$ cat config.mk
export PLATFORM = sky130hd
export DESIGN_NAME = codec_host_port
export DESIGN_NICKNAME = d
export VERILOG_FILES = /design/src/shared/codec_port_pkg.sv /design/src/hw/codec_host_port.sv
export SDC_FILE = /design/constraint.sdc
export NUM_CORES = 1
export LEC_CHECK = 0
export BUFFER_PORTS_ARGS = -buffer_cell sky130_fd_sc_hd__buf_2
export CORE_MARGIN = 4
export CORE_UTILIZATION = 45
export DETAILED_ROUTE_END_ITERATION = 7
export HOLD_SLACK_MARGIN = 0.03
export PLACE_DENSITY = 0.65
export SLEW_MARGIN = 20
export SYNTH_ARGS = -nofsm -noshare
export SYNTH_HDL_FRONTEND = slang
export SYNTH_SLANG_ARGS = --single-unit
$ cat constraint.sdc
create_clock -name clock_in -period 4.65 [get_ports clock_in]
set_clock_uncertainty 0.15 [all_clocks]
set_input_delay 0.93 -clock clock_in [delete_from_list [all_inputs] [get_ports clock_in]]
set_output_delay 0.93 -clock clock_in [all_outputs]
set_load 0.01 [all_outputs]
$ cat src/shared/codec_port_pkg.sv
// Constants and types for the codec host register port
// Operation
// - Sixteen-bit down timer reloads from low and high byte registers.
// - Timer enable loads count, then decrements once per ten microsecond tick.
// - Count reaching zero sets timer flag and raises the internal interrupt.
// - Next tick after zero reloads count and keeps counting.
// - Timer flag clears on any status write or writing zero to it.
// - Any count rollover sets status interrupt until status write or source clears.
// - Interrupt pin held low while pin enable is clear; flag still tracks.
// - Capture overrun keeps last whole sample; no overwrite during transfer.
// - Playback underrun repeats last sample unless zero select; resume on next sample.
// - Two address pins select four byte-wide direct registers.
// - Index register picks one of 32 indirect registers for the data window.
// - Reset gives compatibility mode; extended mode bit opens indices 16 to 31.
// - Format and config writes need unlock bit, except config run bits 1:0; DAC muted while unlocked.
// - Request inhibit bit gates DMA requests on the status interrupt flag.
// - During init writes ignored, reads return 80h; init bit reads one.
// - After init, index register reads 010x0000.
// - Data port writes go to playback register, reads come from capture.
// - Capture reads step byte pointer, hold at last; rewind on new sample plus status read.
// - Playback ready bit is one when playback register accepts more data.
// - Playback writes step pointer; extra writes ignored; reset when sample sent.
// - Sample error bit set on capture overrun or playback underrun.
package codec_port_pkg;
    localparam logic [1:0] ADDR_INDEX    = 2'h0;
    localparam logic [1:0] ADDR_WINDOW   = 2'h1;
    localparam logic [1:0] ADDR_STATUS   = 2'h2;
    localparam logic [1:0] ADDR_DATA     = 2'h3;
    localparam logic [4:0] IDX_FORMAT    = 5'h08;
    localparam logic [4:0] IDX_CONFIG    = 5'h09;
    localparam logic [4:0] IDX_PINCTL    = 5'h0a;
    localparam logic [4:0] IDX_ERRSTAT   = 5'h0b;
    localparam logic [4:0] IDX_MODEID    = 5'h0c;
    localparam logic [4:0] IDX_FEATEN    = 5'h10;
    localparam logic [4:0] IDX_TMR_LO    = 5'h14;
    localparam logic [4:0] IDX_TMR_HI    = 5'h15;
    localparam logic [4:0] IDX_FEATSTAT  = 5'h18;
    localparam logic [4:0] IDX_CAPFMT    = 5'h1c;
    localparam int         BIT_INIT      = 7;
    localparam int         BIT_UNLOCK    = 6;
    localparam int         BIT_INHIBIT   = 5;
    localparam int         BIT_IDX_HIGH  = 4;
    localparam int         BIT_CAP_RUN   = 1;
    localparam int         BIT_PLAY_RUN  = 0;
    localparam int         BIT_IRQ_EN    = 1;
    localparam int         BIT_EXT_MODE  = 6;
    localparam int         BIT_TMR_RUN   = 6;
    localparam int         BIT_ZERO_SEL  = 0;
    localparam int         BIT_TI        = 6;
    localparam int         BIT_CI        = 5;
    localparam int         BIT_PI        = 4;
    localparam int         BIT_CAP_OVR   = 2;
    localparam int         BIT_PLAY_UND  = 0;
    localparam logic [7:0] INIT_READ     = 8'h80;
    localparam logic [7:0] INDEX_RESET   = 8'h40;
    localparam logic [7:0] MODEID_RESET  = 8'h8a;  // Identity bits arbitrary
    localparam logic [7:0] RESERVED_READ = 8'h00;
    localparam int         CLK_MHZ       = 200;
    localparam int         TICK_US       = 10;
    localparam int         TICK_CYCLES   = CLK_MHZ * TICK_US;
    localparam int         INIT_CYCLES   = 64;
    localparam int         SAMPLE_BYTES  = 4;
    typedef enum logic [2:0] {
        ST_INIT  = 3'b001,
        ST_RUN   = 3'b010,
        ST_POWER = 3'b100
    } port_state_e;
endpackage

$ cat src/hw/codec_host_port.sv
// Host register port with timer, interrupt flag and PIO data paths
`timescale 1ns/1ps
module codec_host_port #(
    parameter int TICK_DIV   = codec_port_pkg::TICK_CYCLES,
    parameter int INIT_COUNT = codec_port_pkg::INIT_CYCLES
) (
    input  wire logic        clock_in,
    input  wire logic        reset_n_in,
    input  wire logic [1:0]  addr_in,
    input  wire logic        cs_n_in,
    input  wire logic        rd_n_in,
    input  wire logic        wr_n_in,
    input  wire logic [7:0]  data_in,
    output logic      [7:0]  data_out,
    output logic             data_oe_out,
    output logic             irq_out,
    output logic             playback_dma_request_out,
    output logic             capture_dma_request_out,
    input  wire logic        playback_dma_ack_in,
    input  wire logic        capture_dma_ack_in,
    input  wire logic        power_down_in,
    input  wire logic        adc_valid_in,
    output logic             adc_ready_out,
    input  wire logic [31:0] adc_sample_in,
    input  wire logic        dac_strobe_in,
    output logic      [31:0] dac_sample_out,
    output logic             dac_mute_out,
    output logic             playback_wrap_out
);
    import codec_port_pkg::*;

    localparam int PTR_W = $clog2(SAMPLE_BYTES + 1);

    typedef struct packed {
        port_state_e        state;
        logic [15:0]        init_cnt;
        logic [2:0]         cs_s1;
        logic [2:0]         cs_s2;
        logic [2:0]         cs_s3;
        logic [1:0]         addr_s1;
        logic [1:0]         addr_s2;
        logic [7:0]         din_s1;
        logic [7:0]         din_s2;
        logic [1:0]         ack_s1;
        logic [1:0]         ack_s2;
        logic               pd_s1;
        logic               pd_s2;
        logic [7:0]         index;
        logic [7:0]         format;
        logic [7:0]         config_r;
        logic [7:0]         pinctl;
        logic [7:0]         modeid;
        logic [7:0]         featen;
        logic [7:0]         capfmt;
        logic [7:0]         tmr_lo;
        logic [7:0]         tmr_hi;
        logic [15:0]        tmr_cnt;
        logic               tmr_loaded;
        logic               tmr_zero;
        logic [15:0]        pre_cnt;
        logic               flag_ti;
        logic               flag_ci;
        logic               flag_pi;
        logic               cap_ovr;
        logic               play_und;
        logic [1:0][31:0]   cap_buf;
        logic [7:0][7:0]    mixer;
        logic [1:0]         cap_vld;
        logic               cap_rd;
        logic [PTR_W-1:0]   cap_ptr;
        logic               cap_new;
        logic [31:0]        play_buf;
        logic [PTR_W-1:0]   play_ptr;
        logic [31:0]        dac_hold;
        logic [15:0]        play_cnt;
        logic [15:0]        cap_cnt;
        logic [7:0]         rdata;
        logic               oe;
        logic               irq;
        logic               playback_dma_request;
        logic               capture_dma_request;
        logic               wrap;
        logic               adc_rdy;
    } state_s;

    state_s cur;
    state_s nxt;

    // Byte lane of a 32-bit word
    function automatic logic [7:0] lane(input logic [31:0] w, input logic [PTR_W-1:0] p);
        lane = w[8*p[1:0] +: 8];
    endfunction

    // Write gate for unlock-protected indices
    function automatic logic guarded(input logic [4:0] idx);
        guarded = (idx == IDX_FORMAT) || (idx == IDX_CONFIG) || (idx == IDX_CAPFMT);
    endfunction

    logic       wr_edge;
    logic       rd_edge;
    logic [4:0] eff_idx;
    logic       int_flag;
    logic       tick;
    logic [7:0] ind_rd;
    logic       run;
    logic       ovr_evt;

    // Strobe edges, effective index and interrupt summary
    always_comb begin
        run      = cur.state == ST_RUN;
        wr_edge  = cur.cs_s2[1] && !cur.cs_s3[1];
        rd_edge  = cur.cs_s2[0] && !cur.cs_s3[0];
        eff_idx  = {cur.modeid[BIT_EXT_MODE] & cur.index[BIT_IDX_HIGH], cur.index[3:0]};
        int_flag = cur.flag_ti | cur.flag_ci | cur.flag_pi;
        tick     = cur.pre_cnt == 16'(TICK_DIV - 1);
        ovr_evt  = adc_valid_in && !cur.capfmt[BIT_CAP_RUN] && cur.config_r[BIT_CAP_RUN] &&
                   cur.cap_vld[1];
        unique case (eff_idx)
            IDX_FORMAT:   ind_rd = cur.format;
            IDX_CONFIG:   ind_rd = cur.config_r;
            IDX_PINCTL:   ind_rd = cur.pinctl;
            IDX_ERRSTAT:  ind_rd = {2'h0, cur.play_und, cur.cap_ovr, 4'h0};
            IDX_MODEID:   ind_rd = cur.modeid;
            IDX_FEATEN:   ind_rd = cur.featen;
            IDX_TMR_LO:   ind_rd = cur.tmr_lo;
            IDX_TMR_HI:   ind_rd = cur.tmr_hi;
            IDX_FEATSTAT: ind_rd = {1'b0, cur.flag_ti, cur.flag_ci, cur.flag_pi,
                                    2'h0, cur.cap_ovr, cur.play_und};
            IDX_CAPFMT:   ind_rd = cur.capfmt;
            default:      ind_rd = RESERVED_READ;
        endcase
        if (eff_idx[4:3] == 2'b00) ind_rd = cur.mixer[eff_idx[2:0]];
    end

    // Next-state logic
    always_comb begin
        nxt         = cur;
        nxt.cs_s1   = {~cs_n_in & ~wr_n_in, ~cs_n_in & ~rd_n_in, 1'b0} >> 1 |
                      {1'b0, ~cs_n_in & ~wr_n_in, ~cs_n_in & ~rd_n_in};
        nxt.cs_s2   = cur.cs_s1;
        nxt.cs_s3   = cur.cs_s2;
        nxt.addr_s1 = addr_in;
        nxt.addr_s2 = cur.addr_s1;
        nxt.din_s1  = data_in;
        nxt.din_s2  = cur.din_s1;
        nxt.ack_s1  = {capture_dma_ack_in, playback_dma_ack_in};
        nxt.ack_s2  = cur.ack_s1;
        nxt.pd_s1   = power_down_in;
        nxt.pd_s2   = cur.pd_s1;
        nxt.wrap    = 1'b0;
        nxt.oe      = cur.cs_s2[0];

        // Init and power-down sequencing
        unique case (cur.state)
            ST_INIT: begin
                nxt.init_cnt = cur.init_cnt + 16'h1;
                if (cur.init_cnt == 16'(INIT_COUNT - 1)) begin
                    nxt.state = ST_RUN;
                    nxt.index = INDEX_RESET;
                end
            end
            ST_RUN: if (cur.pd_s2) nxt.state = ST_POWER;
            ST_POWER: if (!cur.pd_s2) begin
                nxt.state    = ST_INIT;
                nxt.init_cnt = 16'h0;
            end
        endcase

        // Timer prescaler and down counter
        nxt.pre_cnt = tick ? 16'h0 : cur.pre_cnt + 16'h1;
        if (!cur.featen[BIT_TMR_RUN]) begin
            nxt.tmr_loaded = 1'b0;
        end else if (!cur.tmr_loaded || (tick && cur.tmr_zero)) begin
            nxt.tmr_cnt    = {cur.tmr_hi, cur.tmr_lo};
            nxt.tmr_loaded = 1'b1;
            nxt.tmr_zero   = 1'b0;
        end else if (tick && !cur.tmr_zero) begin
            nxt.tmr_cnt = cur.tmr_cnt - 16'h1;
            nxt.tmr_zero = cur.tmr_cnt == 16'h1;
        end

        // Capture buffer fill from converter, two entries deep
        if (adc_valid_in && cur.capfmt[BIT_CAP_RUN] == 1'b0 && cur.config_r[BIT_CAP_RUN]) begin
            if (!cur.cap_vld[1]) begin
                nxt.cap_buf[cur.cap_vld[0] ? 1 : 0] = adc_sample_in;
                nxt.cap_vld = {cur.cap_vld[0], 1'b1};
                nxt.cap_new = 1'b1;
            end else begin
                nxt.cap_ovr = 1'b1;
            end
        end

        // Host accesses
        if (run && wr_edge) begin
            unique case (cur.addr_s2)
                ADDR_INDEX: nxt.index = {1'b0, cur.din_s2[6:5],
                                         cur.modeid[BIT_EXT_MODE] & cur.din_s2[4], cur.din_s2[3:0]};
                ADDR_WINDOW: begin
                    if (!guarded(eff_idx) || cur.index[BIT_UNLOCK]) begin
                        unique case (eff_idx)
                            IDX_FORMAT:  nxt.format = cur.din_s2;
                            IDX_CAPFMT:  nxt.capfmt = cur.din_s2;
                            IDX_PINCTL:  nxt.pinctl = cur.din_s2;
                            IDX_MODEID:  nxt.modeid[BIT_EXT_MODE] = cur.din_s2[BIT_EXT_MODE];
                            IDX_FEATEN:  nxt.featen = cur.din_s2;
                            IDX_TMR_LO:  nxt.tmr_lo = cur.din_s2;
                            IDX_TMR_HI:  nxt.tmr_hi = cur.din_s2;
                            default: ;
                        endcase
                    end
                    if (eff_idx[4:3] == 2'b00) nxt.mixer[eff_idx[2:0]] = cur.din_s2;
                    if (eff_idx == IDX_CONFIG) begin
                        nxt.config_r[1:0] = cur.din_s2[1:0];
                        if (cur.index[BIT_UNLOCK]) nxt.config_r = cur.din_s2;
                    end
                    if (eff_idx == IDX_FEATSTAT) begin
                        nxt.flag_ti  = cur.flag_ti & cur.din_s2[BIT_TI];
                        nxt.flag_ci  = cur.flag_ci & cur.din_s2[BIT_CI];
                        nxt.flag_pi  = cur.flag_pi & cur.din_s2[BIT_PI];
                        nxt.cap_ovr  = (cur.cap_ovr & cur.din_s2[BIT_CAP_OVR]) | ovr_evt;
                        nxt.play_und = cur.play_und & cur.din_s2[BIT_PLAY_UND];
                    end
                end
                ADDR_STATUS: begin
                    nxt.flag_ti = 1'b0;
                    nxt.flag_ci = 1'b0;
                    nxt.flag_pi = 1'b0;
                end
                ADDR_DATA: if (cur.play_ptr != PTR_W'(SAMPLE_BYTES)) begin
                    nxt.play_buf[8*cur.play_ptr[1:0] +: 8] = cur.din_s2;
                    nxt.play_ptr = cur.play_ptr + PTR_W'(1);
                end
            endcase
        end
        if (run && rd_edge) begin
            if (cur.addr_s2 == ADDR_DATA && cur.cap_ptr != PTR_W'(SAMPLE_BYTES - 1))
                nxt.cap_ptr = cur.cap_ptr + PTR_W'(1);
            if (cur.addr_s2 == ADDR_STATUS && cur.cap_new && cur.cap_vld[0]) begin
                nxt.cap_ptr = '0;
                nxt.cap_new = 1'b0;
                nxt.cap_rd  = 1'b1;
            end
        end

        // Read data mux, 80h outside normal operation
        if (!run) nxt.rdata = INIT_READ;
        else if (rd_edge) begin
            unique case (cur.addr_s2)
                ADDR_INDEX:  nxt.rdata = {1'b0, cur.index[6:0]};
                ADDR_WINDOW: nxt.rdata = ind_rd;
                ADDR_STATUS: nxt.rdata = {1'b0, 1'b0, cur.cap_vld[0], cur.cap_ovr | cur.play_und,
                                          2'h0, cur.play_ptr != PTR_W'(SAMPLE_BYTES), int_flag};
                ADDR_DATA:   nxt.rdata = lane(cur.cap_buf[0], cur.cap_ptr);
            endcase
        end

        // Capture and playback DMA transfers and rollover; retire capture sample after transfer
        if (cur.ack_s2[1] && cur.cap_vld[0]) begin
            nxt.cap_buf[0] = nxt.cap_buf[1];
            nxt.cap_vld    = {1'b0, nxt.cap_vld[1]};
            if (cur.cap_cnt == 16'h0) nxt.flag_ci = 1'b1;
            nxt.cap_cnt = cur.cap_cnt - 16'h1;
        end
        if (cur.ack_s2[0]) begin
            if (cur.play_cnt == 16'h0) nxt.flag_pi = 1'b1;
            nxt.play_cnt = cur.play_cnt - 16'h1;
        end
        // Sample clock to DAC: new sample, or on underrun repeat or zero
        if (dac_strobe_in) begin
            if (cur.play_ptr == PTR_W'(SAMPLE_BYTES)) begin
                nxt.dac_hold = cur.play_buf;
                nxt.play_ptr = '0;
                nxt.wrap     = 1'b1;
            end else if (cur.config_r[BIT_PLAY_RUN]) begin
                nxt.play_und = 1'b1;
                if (cur.featen[BIT_ZERO_SEL]) nxt.dac_hold = 32'h0;
            end
        end
        // Timer zero sets its flag; set beats a same-cycle clear
        if (cur.tmr_loaded && tick && cur.tmr_cnt == 16'h1) nxt.flag_ti = 1'b1;
        if (!cur.cap_rd) nxt.cap_rd = 1'b0;

        // Output registers
        nxt.irq  = cur.pinctl[BIT_IRQ_EN] & (nxt.flag_ti | nxt.flag_ci | nxt.flag_pi);
        nxt.playback_dma_request = cur.config_r[BIT_PLAY_RUN] && cur.play_ptr != PTR_W'(SAMPLE_BYTES) &&
                   !(cur.index[BIT_INHIBIT] && int_flag);
        nxt.capture_dma_request = cur.config_r[BIT_CAP_RUN] && cur.cap_vld[0] &&
                   !(cur.index[BIT_INHIBIT] && int_flag);
        nxt.adc_rdy = ~nxt.cap_vld[1];
    end

    // State register
    always_ff @(posedge clock_in or negedge reset_n_in) begin
        if (!reset_n_in) begin
            cur          <= '0;
            cur.state    <= ST_INIT;
            cur.index    <= INDEX_RESET;
            cur.modeid   <= MODEID_RESET & ~(8'h1 << BIT_EXT_MODE);
            cur.rdata    <= INIT_READ;
        end else begin
            cur <= nxt;
        end
    end

    // Outputs straight from the state register
    always_comb begin
        data_out                 = cur.rdata;
        data_oe_out              = cur.oe;
        irq_out                  = cur.irq;
        playback_dma_request_out = cur.playback_dma_request;
        capture_dma_request_out  = cur.capture_dma_request;
        adc_ready_out            = cur.adc_rdy;
        dac_sample_out           = cur.dac_hold;
        dac_mute_out             = cur.index[BIT_UNLOCK];
        playback_wrap_out        = cur.wrap;
    end
endmodule

# After elaboration in Yosys (flattened, before gate mapping)
# Index checks and enable logic that the tools add are counted.
word_totals:
  ff_bits: 402
  out_inout_bits: 47
  word_cells: 258
op_classes:
  addsub: 8
  order_cmp: 4
  n_eq_ne: 28
  shift: 3
  muxes: 73
  n_bitwise: 22
  reduce_logical: 62
op_table:
  columns: ["cell", "count"]
  rows:
  - ["32-bit 2-to-1 mux", 6]
  - ["64-bit bitwise mux", 2]
  - ["64-bit 2-to-1 mux", 2]
  - ["8-bit 2-to-1 mux", 14]
  - ["8-bit one-hot mux with 10 select lines", 1]
  - ["16-bit 2-to-1 mux", 3]
  - ["16-bit by 1-bit subtractor with 16-bit output, second input constant", 3]
  - ["35-bit 2-to-1 mux", 1]
  - ["5-bit negator with 34-bit output", 1]
  - ["8-bit by 34-bit variable shift with 32-bit output, first input constant", 1]
  - ["8-bit by 34-bit indexed part select with 32-bit output", 1]
  - ["16-bit by 1-bit adder with 16-bit output, second input constant", 2]
  - ["32-bit bitwise mux", 1]
  - ["32-bit demux with 1-bit select", 1]
  - ["16-bit zero test", 2]
  - ["16-bit one-hot mux with 2 select lines", 1]
  - ["8-bit one-hot mux with 4 select lines", 1]
  - ["4-bit AND reduction", 8]
  - ["32-bit by 6-bit indexed part select with 8-bit output", 1]
  - ["5-bit by 4-bit == test with 1-bit output, second input constant", 5]
  - ["5-bit == test, second input constant", 5]
  - ["8-bit binary-select mux with 3-bit select", 1]
  - ["8-bit demux with 3-bit select", 1]
  - ["1-bit logical AND", 24]
  - ["36 further kinds", 112]

# Logic depth before layout (Yosys ltp)
depth:
  ltp_word: 13
  mapped_depth: 8
  depth_no_buf: 7

# Least setup slack after synthesis
# No wires, ideal clock.
synth_path:
  path_type: "in2reg"
  start: "in adc_valid_in"
  end: "reg cur[189] (netlist name)"
  setup_ns: 0.137
  t_arrival_ns: 2.216
  t_required_ns: 4.363
  slack_ns: 2.147
  path_stages: 7
  n_path_buf: 2
  path_cell_list: "nand3b_1 > nand2b_1 > clkbuf_1 > buf_2 > mux2i_1 > o2bb2ai_1 > a21oi_1"
synth_via:
  elab_chain_len: 4
  word_cells_on_any_way: 6
  cone_classes: "mux (2); reduce/logical (4)"
synth_lines:
  columns: ["item", "line", "rtl"]
  rows:
  - ["start: declaration", "codec_host_port.sv:22", "input wire logic adc_valid_in,"]
  - ["1-bit logical AND * (2 in series)", "codec_host_port.sv:183", "if (adc_valid_in && cur.capfmt[BIT_CAP_RUN] == 1'b0 && cur.config_r[BIT_CAP_RUN]) begin"]
  - ["64-bit 2-to-1 mux / 2-bit nonzero test (equally long branches)", null, null]
  - ["32-bit 2-to-1 mux / 2-bit AND reduction (equally long branches)", null, null]
  - ["end signal: assignment", "codec_host_port.sv:301", "cur <= nxt;"]
  - ["end: declaration", "codec_host_port.sv:86", "state_s cur;"]
# Every way passes the cells marked *; elsewhere a longest branch is shown, timed or not. The select of a mux whose other input is x is not followed.
# A chain may end at the register's enable or synchronous reset.

# Worst setup path after layout
layout_path:
  start: "reg cur[258] (netlist name)"
  end: "reg cur[274] (netlist name)"
layout_via:
  elab_chain_len: 5
  word_cells_on_any_way: 7
  cone_classes: "eq/ne (1); mux (1); reduce/logical (5)"
layout_lines:
  columns: ["item", "line", "rtl"]
  rows:
  - ["16-bit by 11-bit == test with 1-bit output *", "codec_host_port.sv:115", "tick = cur.pre_cnt == 16'(TICK_DIV - 1);"]
  - ["1-bit logical AND", "codec_host_port.sv:173", "end else if (!cur.tmr_loaded || (tick && cur.tmr_zero)) begin"]
  - ["1-bit logical OR", "codec_host_port.sv:173", null]
  - ["2-bit nonzero test (no source line)", null, null]
  - ["2-bit AND reduction (no source line)", null, null]
# Every way passes the cells marked *; elsewhere a longest branch is shown, timed or not.

==> key figures <==
Status
  – Status: finished clean

Floorplanning
  – Die Area: 0.0446 mm2
  – Initial Utilization: 0.455
  – Chip Height: 211 um
  – I/O pin total: 99
  – Placeable core region: 0.0408 mm2
  – X dimension of the die: 211 um
  – Row cnt: 74

STA
  – Relative slew margins: 0.325
  – Share of the cycle needed by the critical path after routing: 0.652
  – Setup slack after layout: 1.62 ns
  – Maximum operating frequency: 330 MHz
  – Transition time at the pin with the least slew margin: 1.01 ns
  – Setup repair after global routing missed its margin: false
  – Shortest period the worst path allows: 3.03 ns
  – Final Setup Violations: 0
  – Hold Vio Cnt, Final: 0
  – Number of max-slew violations in the final report: 0
  – Final total negative setup slack: 0 ns
  – WHS: 0.193 ns

Finish
  – Post-layout nets: 1,658
  – Number of inserted diodes: 0
  – Area delta synth->final: 11.1%
  – Final core occ: 0.505
  – Fraction of layout cells with a size suffix above 1: 0.245
  – Filler Cells Inserted: 3,567

Clocking
  – Number of sinks handled by clock tree synthesis: 400
  – Number of gates resized after cts: 0
  – Clock latency at the later pin of the worst-skew pair: 0.56 ns
  – Buffer cell driving the clock tree root: sky130_fd_sc_hd__clkbuf_16
  – Number of levels in the clock H-tree: 2
  – CTS tree: yes
  – TritonCTS Buffers: 44
  – Clock slew seen by the registers of the worst setup and hold paths: 0.06 ns
  – Maximum buffer depth of the clock tree: 3
  – Total of hold buffers inserted after clock tree synthesis: 0
  – Post-CTS setup buffers: 0

Place
  – Port bufs: 98
  – Pre-CTS setup slack: 1.62 ns
  – Weighted congestion reported at the end of routability-driven placement: 0.895
  – Post-detail-place hpwl: 28,700 um

Setup path
  – Type of the worst setup path: reg2reg
  – Endpoint arrival time on the critical path: 3.32 ns
  – CP Capture Point: cur[274]
  – Worst-path maximum fanout: 21
  – Launch point of the worst path: cur[258]
  – Worst setup slack for register-to-register paths: 1.62 ns
  – Register-to-Register Path Depth: 5
  – Kind of start point of the critical path: register
  – Reg2Reg Capture Point: cur[274]
  – Endpoint kind of the worst setup timing path: register
  – Required time worst endpoint: 4.94 ns
  – Origin of the critical flop-to-flop path: cur[258]

Power
  – Pwr/cell area: 475 mW/mm2
  – Total power: 9.80 mW
  – Peak supply drop: 0.321 mV
  – Leakage Power: 9.61 nW

Drt
  – Remaining antenna violation count: 0
  – Max layer used: met4
  – Wire length after detailed routing: 43,800 um
  – Routed len/inst: 20.3 um
  – Wl on met1: 20,400 um
  – Overall via count from detail_route: 12,500
  – Mean number of vias per cell: 5.80
  – Length of routed met2 wiring: 19,500 um
  – Iteration-0 DRC count of the detailed router: 883
  – Count of TritonRoute iterations in the first routing pass: 5
  – Residual DRC count: 0
  – Met3 layer wire length in the routed design: 2490 um

Worst hold path
  – Worst min-delay path class: reg2reg
  – Hold wc startpoint: cur[378]

Global routing
  – Number of antenna violations at the first check in global routing: 0
  – Congestion Overflow GR: 0
  – Pin count of the biggest net entering global routing: 90
  – Wire length of the first global-routing pass: 70,400 um
  – GRT Util Overall: 0.197
  – Vias in the first global route: 12,400

Synth
  – Average cell area after synthesis: 11.9 um2
  – Number of enable flip-flop cells after synthesis: 0
  – FFs w/ async S/R, synth: 1.00
  – Fraction of the yosys area taken by sequential cells: 0.539
  – Synthesized instance count: 1,560
  – Flops & latches, synth: 400
  – Top FF cell, synth: sky130_fd_sc_hd__dfrtp_1
  – Total number of yosys warnings: 0
  – Library cells used by synthesis: 80
  – Post-Syn Area: 0.0186 mm2
  – Synthesized net count: 1,630

Flow run
  – Reported max-cap violation count: 0
==> synthesized netlist by cell type, types with 24 or more instances <==
cell type	n	area (um2)
sky130_fd_sc_hd__clkbuf_1	60	225
sky130_fd_sc_hd__o2bb2ai_1	36	315
sky130_fd_sc_hd__mux2_2	154	1730
sky130_fd_sc_hd__mux2i_1	51	510
sky130_fd_sc_hd__xor2_1	27	236
sky130_fd_sc_hd__o21ai_0	64	320
sky130_fd_sc_hd__a22o_1	42	368
sky130_fd_sc_hd__nor3_1	28	140
sky130_fd_sc_hd__o22ai_1	39	244
sky130_fd_sc_hd__inv_1	29	109
sky130_fd_sc_hd__xnor2_1	28	245
sky130_fd_sc_hd__buf_2	24	120
sky130_fd_sc_hd__nor2_1	56	210
sky130_fd_sc_hd__a21oi_1	53	265
sky130_fd_sc_hd__dfrtp_1	397	9930
sky130_fd_sc_hd__buf_4	41	308
sky130_fd_sc_hd__mux4_2	26	586
sky130_fd_sc_hd__nand2_1	130	488
==> metal layers <==
| layer | track usage | vias up |
|---|---|---|
| met1 | 0.294 | 6344 |
| met4 | 0.0610 | 0 |
| met3 | 0.0388 | 81 |
| li1 | - | 5721 |
| met5 | 0 | - |
| met2 | 0.292 | 334 |
==> through the flow <==
stage / cells / instance area (um2)
2_1_floorplan: 1560 / 18600
3_3_place_gp: 2074 / 19200
3_5_place_dp: 2074 / 19200
4_1_cts: 2151 / 20600
5_1_grt: 2151 / 20600
6_report: 2151 / 20600
==> critical path, cell delays in order, from the launching register on <==
cell	delay, ns
sky130_fd_sc_hd__dfrtp_1	0.42
sky130_fd_sc_hd__or4_1	0.58
sky130_fd_sc_hd__or4_4	0.56
sky130_fd_sc_hd__a21oi_2	0.67
sky130_fd_sc_hd__o21ai_0	0.25
sky130_fd_sc_hd__a22o_1	0.29
==> state kept, by name (all words and copies together), names as in the netlist <==
name,count
cur,354
dac_sample_out,32
data_out,8
adc_ready_out,1
capture_dma_request_out,1
dac_mute_out,1
irq_out,1
playback_dma_request_out,1
playback_wrap_out,1
==> area by class of cell <==
class / count / area [um2] / share of cell area
inverters: 30 / 113 / 0.00546
multi-input cells: 995 / 7770 / 0.377
clock inverters: 8 / 51.3 / 0.00249
repair buffers: 117 / 681 / 0.0330
well taps: 532 / 666 / 0.0323
flip-flops and latches: 400 / 10000 / 0.485
clock buffers: 69 / 1340 / 0.0648
==> cells in the final DEF (no fill, tap or decap), drive strengths merged, types with 11 or more instances in the layout <==
master and count:
o2bb2ai 36, nor2 57, o22ai 39, dfrtp 397, buf 117, nor3 32, mux4 26, nand2b 12
xor2 27, nand3 23, xnor2 28, nand2 130, nand4 11, o21ai 70, clkbuf 69, mux2 154
a21oi 54, inv 29, and3 16, ha 18, a22o 42, mux2i 51, nor4 17
==> report_power, final <==
| part | internal (mW) | total [mW] | switching [mW] |
|---|---|---|---|
| logic | 0.951 | 1.99 | 1.03 |
| registers | 3.96 | 4.50 | 0.538 |
| clock network | 1.96 | 3.32 | 1.35 |
| total | 6.88 | 9.80 | 2.93 |
==> kinds of logic after synthesis <==
| kind of cell | Yosys count | synth area share |
|---|---|---|
| compound gates | 321 | 0.120 |
| xor+xnor | 55 | 0.0259 |
| fa+ha+maj | 18 | 0.0121 |
| buf+inv | 165 | 0.0441 |
| flops | 400 | 0.539 |
| mux | 231 | 0.152 |
| simple gates | 370 | 0.106 |
==> how the worst min path moves through the flow <==
| stage | slack, ns | to | cells past startpoint |
|---|---|---|---|
| after detailed placement | 0.18 | cur[369] | 0 |
| after CTS | 0.20 | cur[372] | 0 |
| after global placement | 0.18 | cur[388] | 0 |
| after floorplan | 0.18 | cur[359] | 0 |
| after global routing | 0.20 | cur[370] | 0 |
| final | 0.19 | cur[370] | 0 |
No activity file was read; power rests on OpenSTA's default activity.
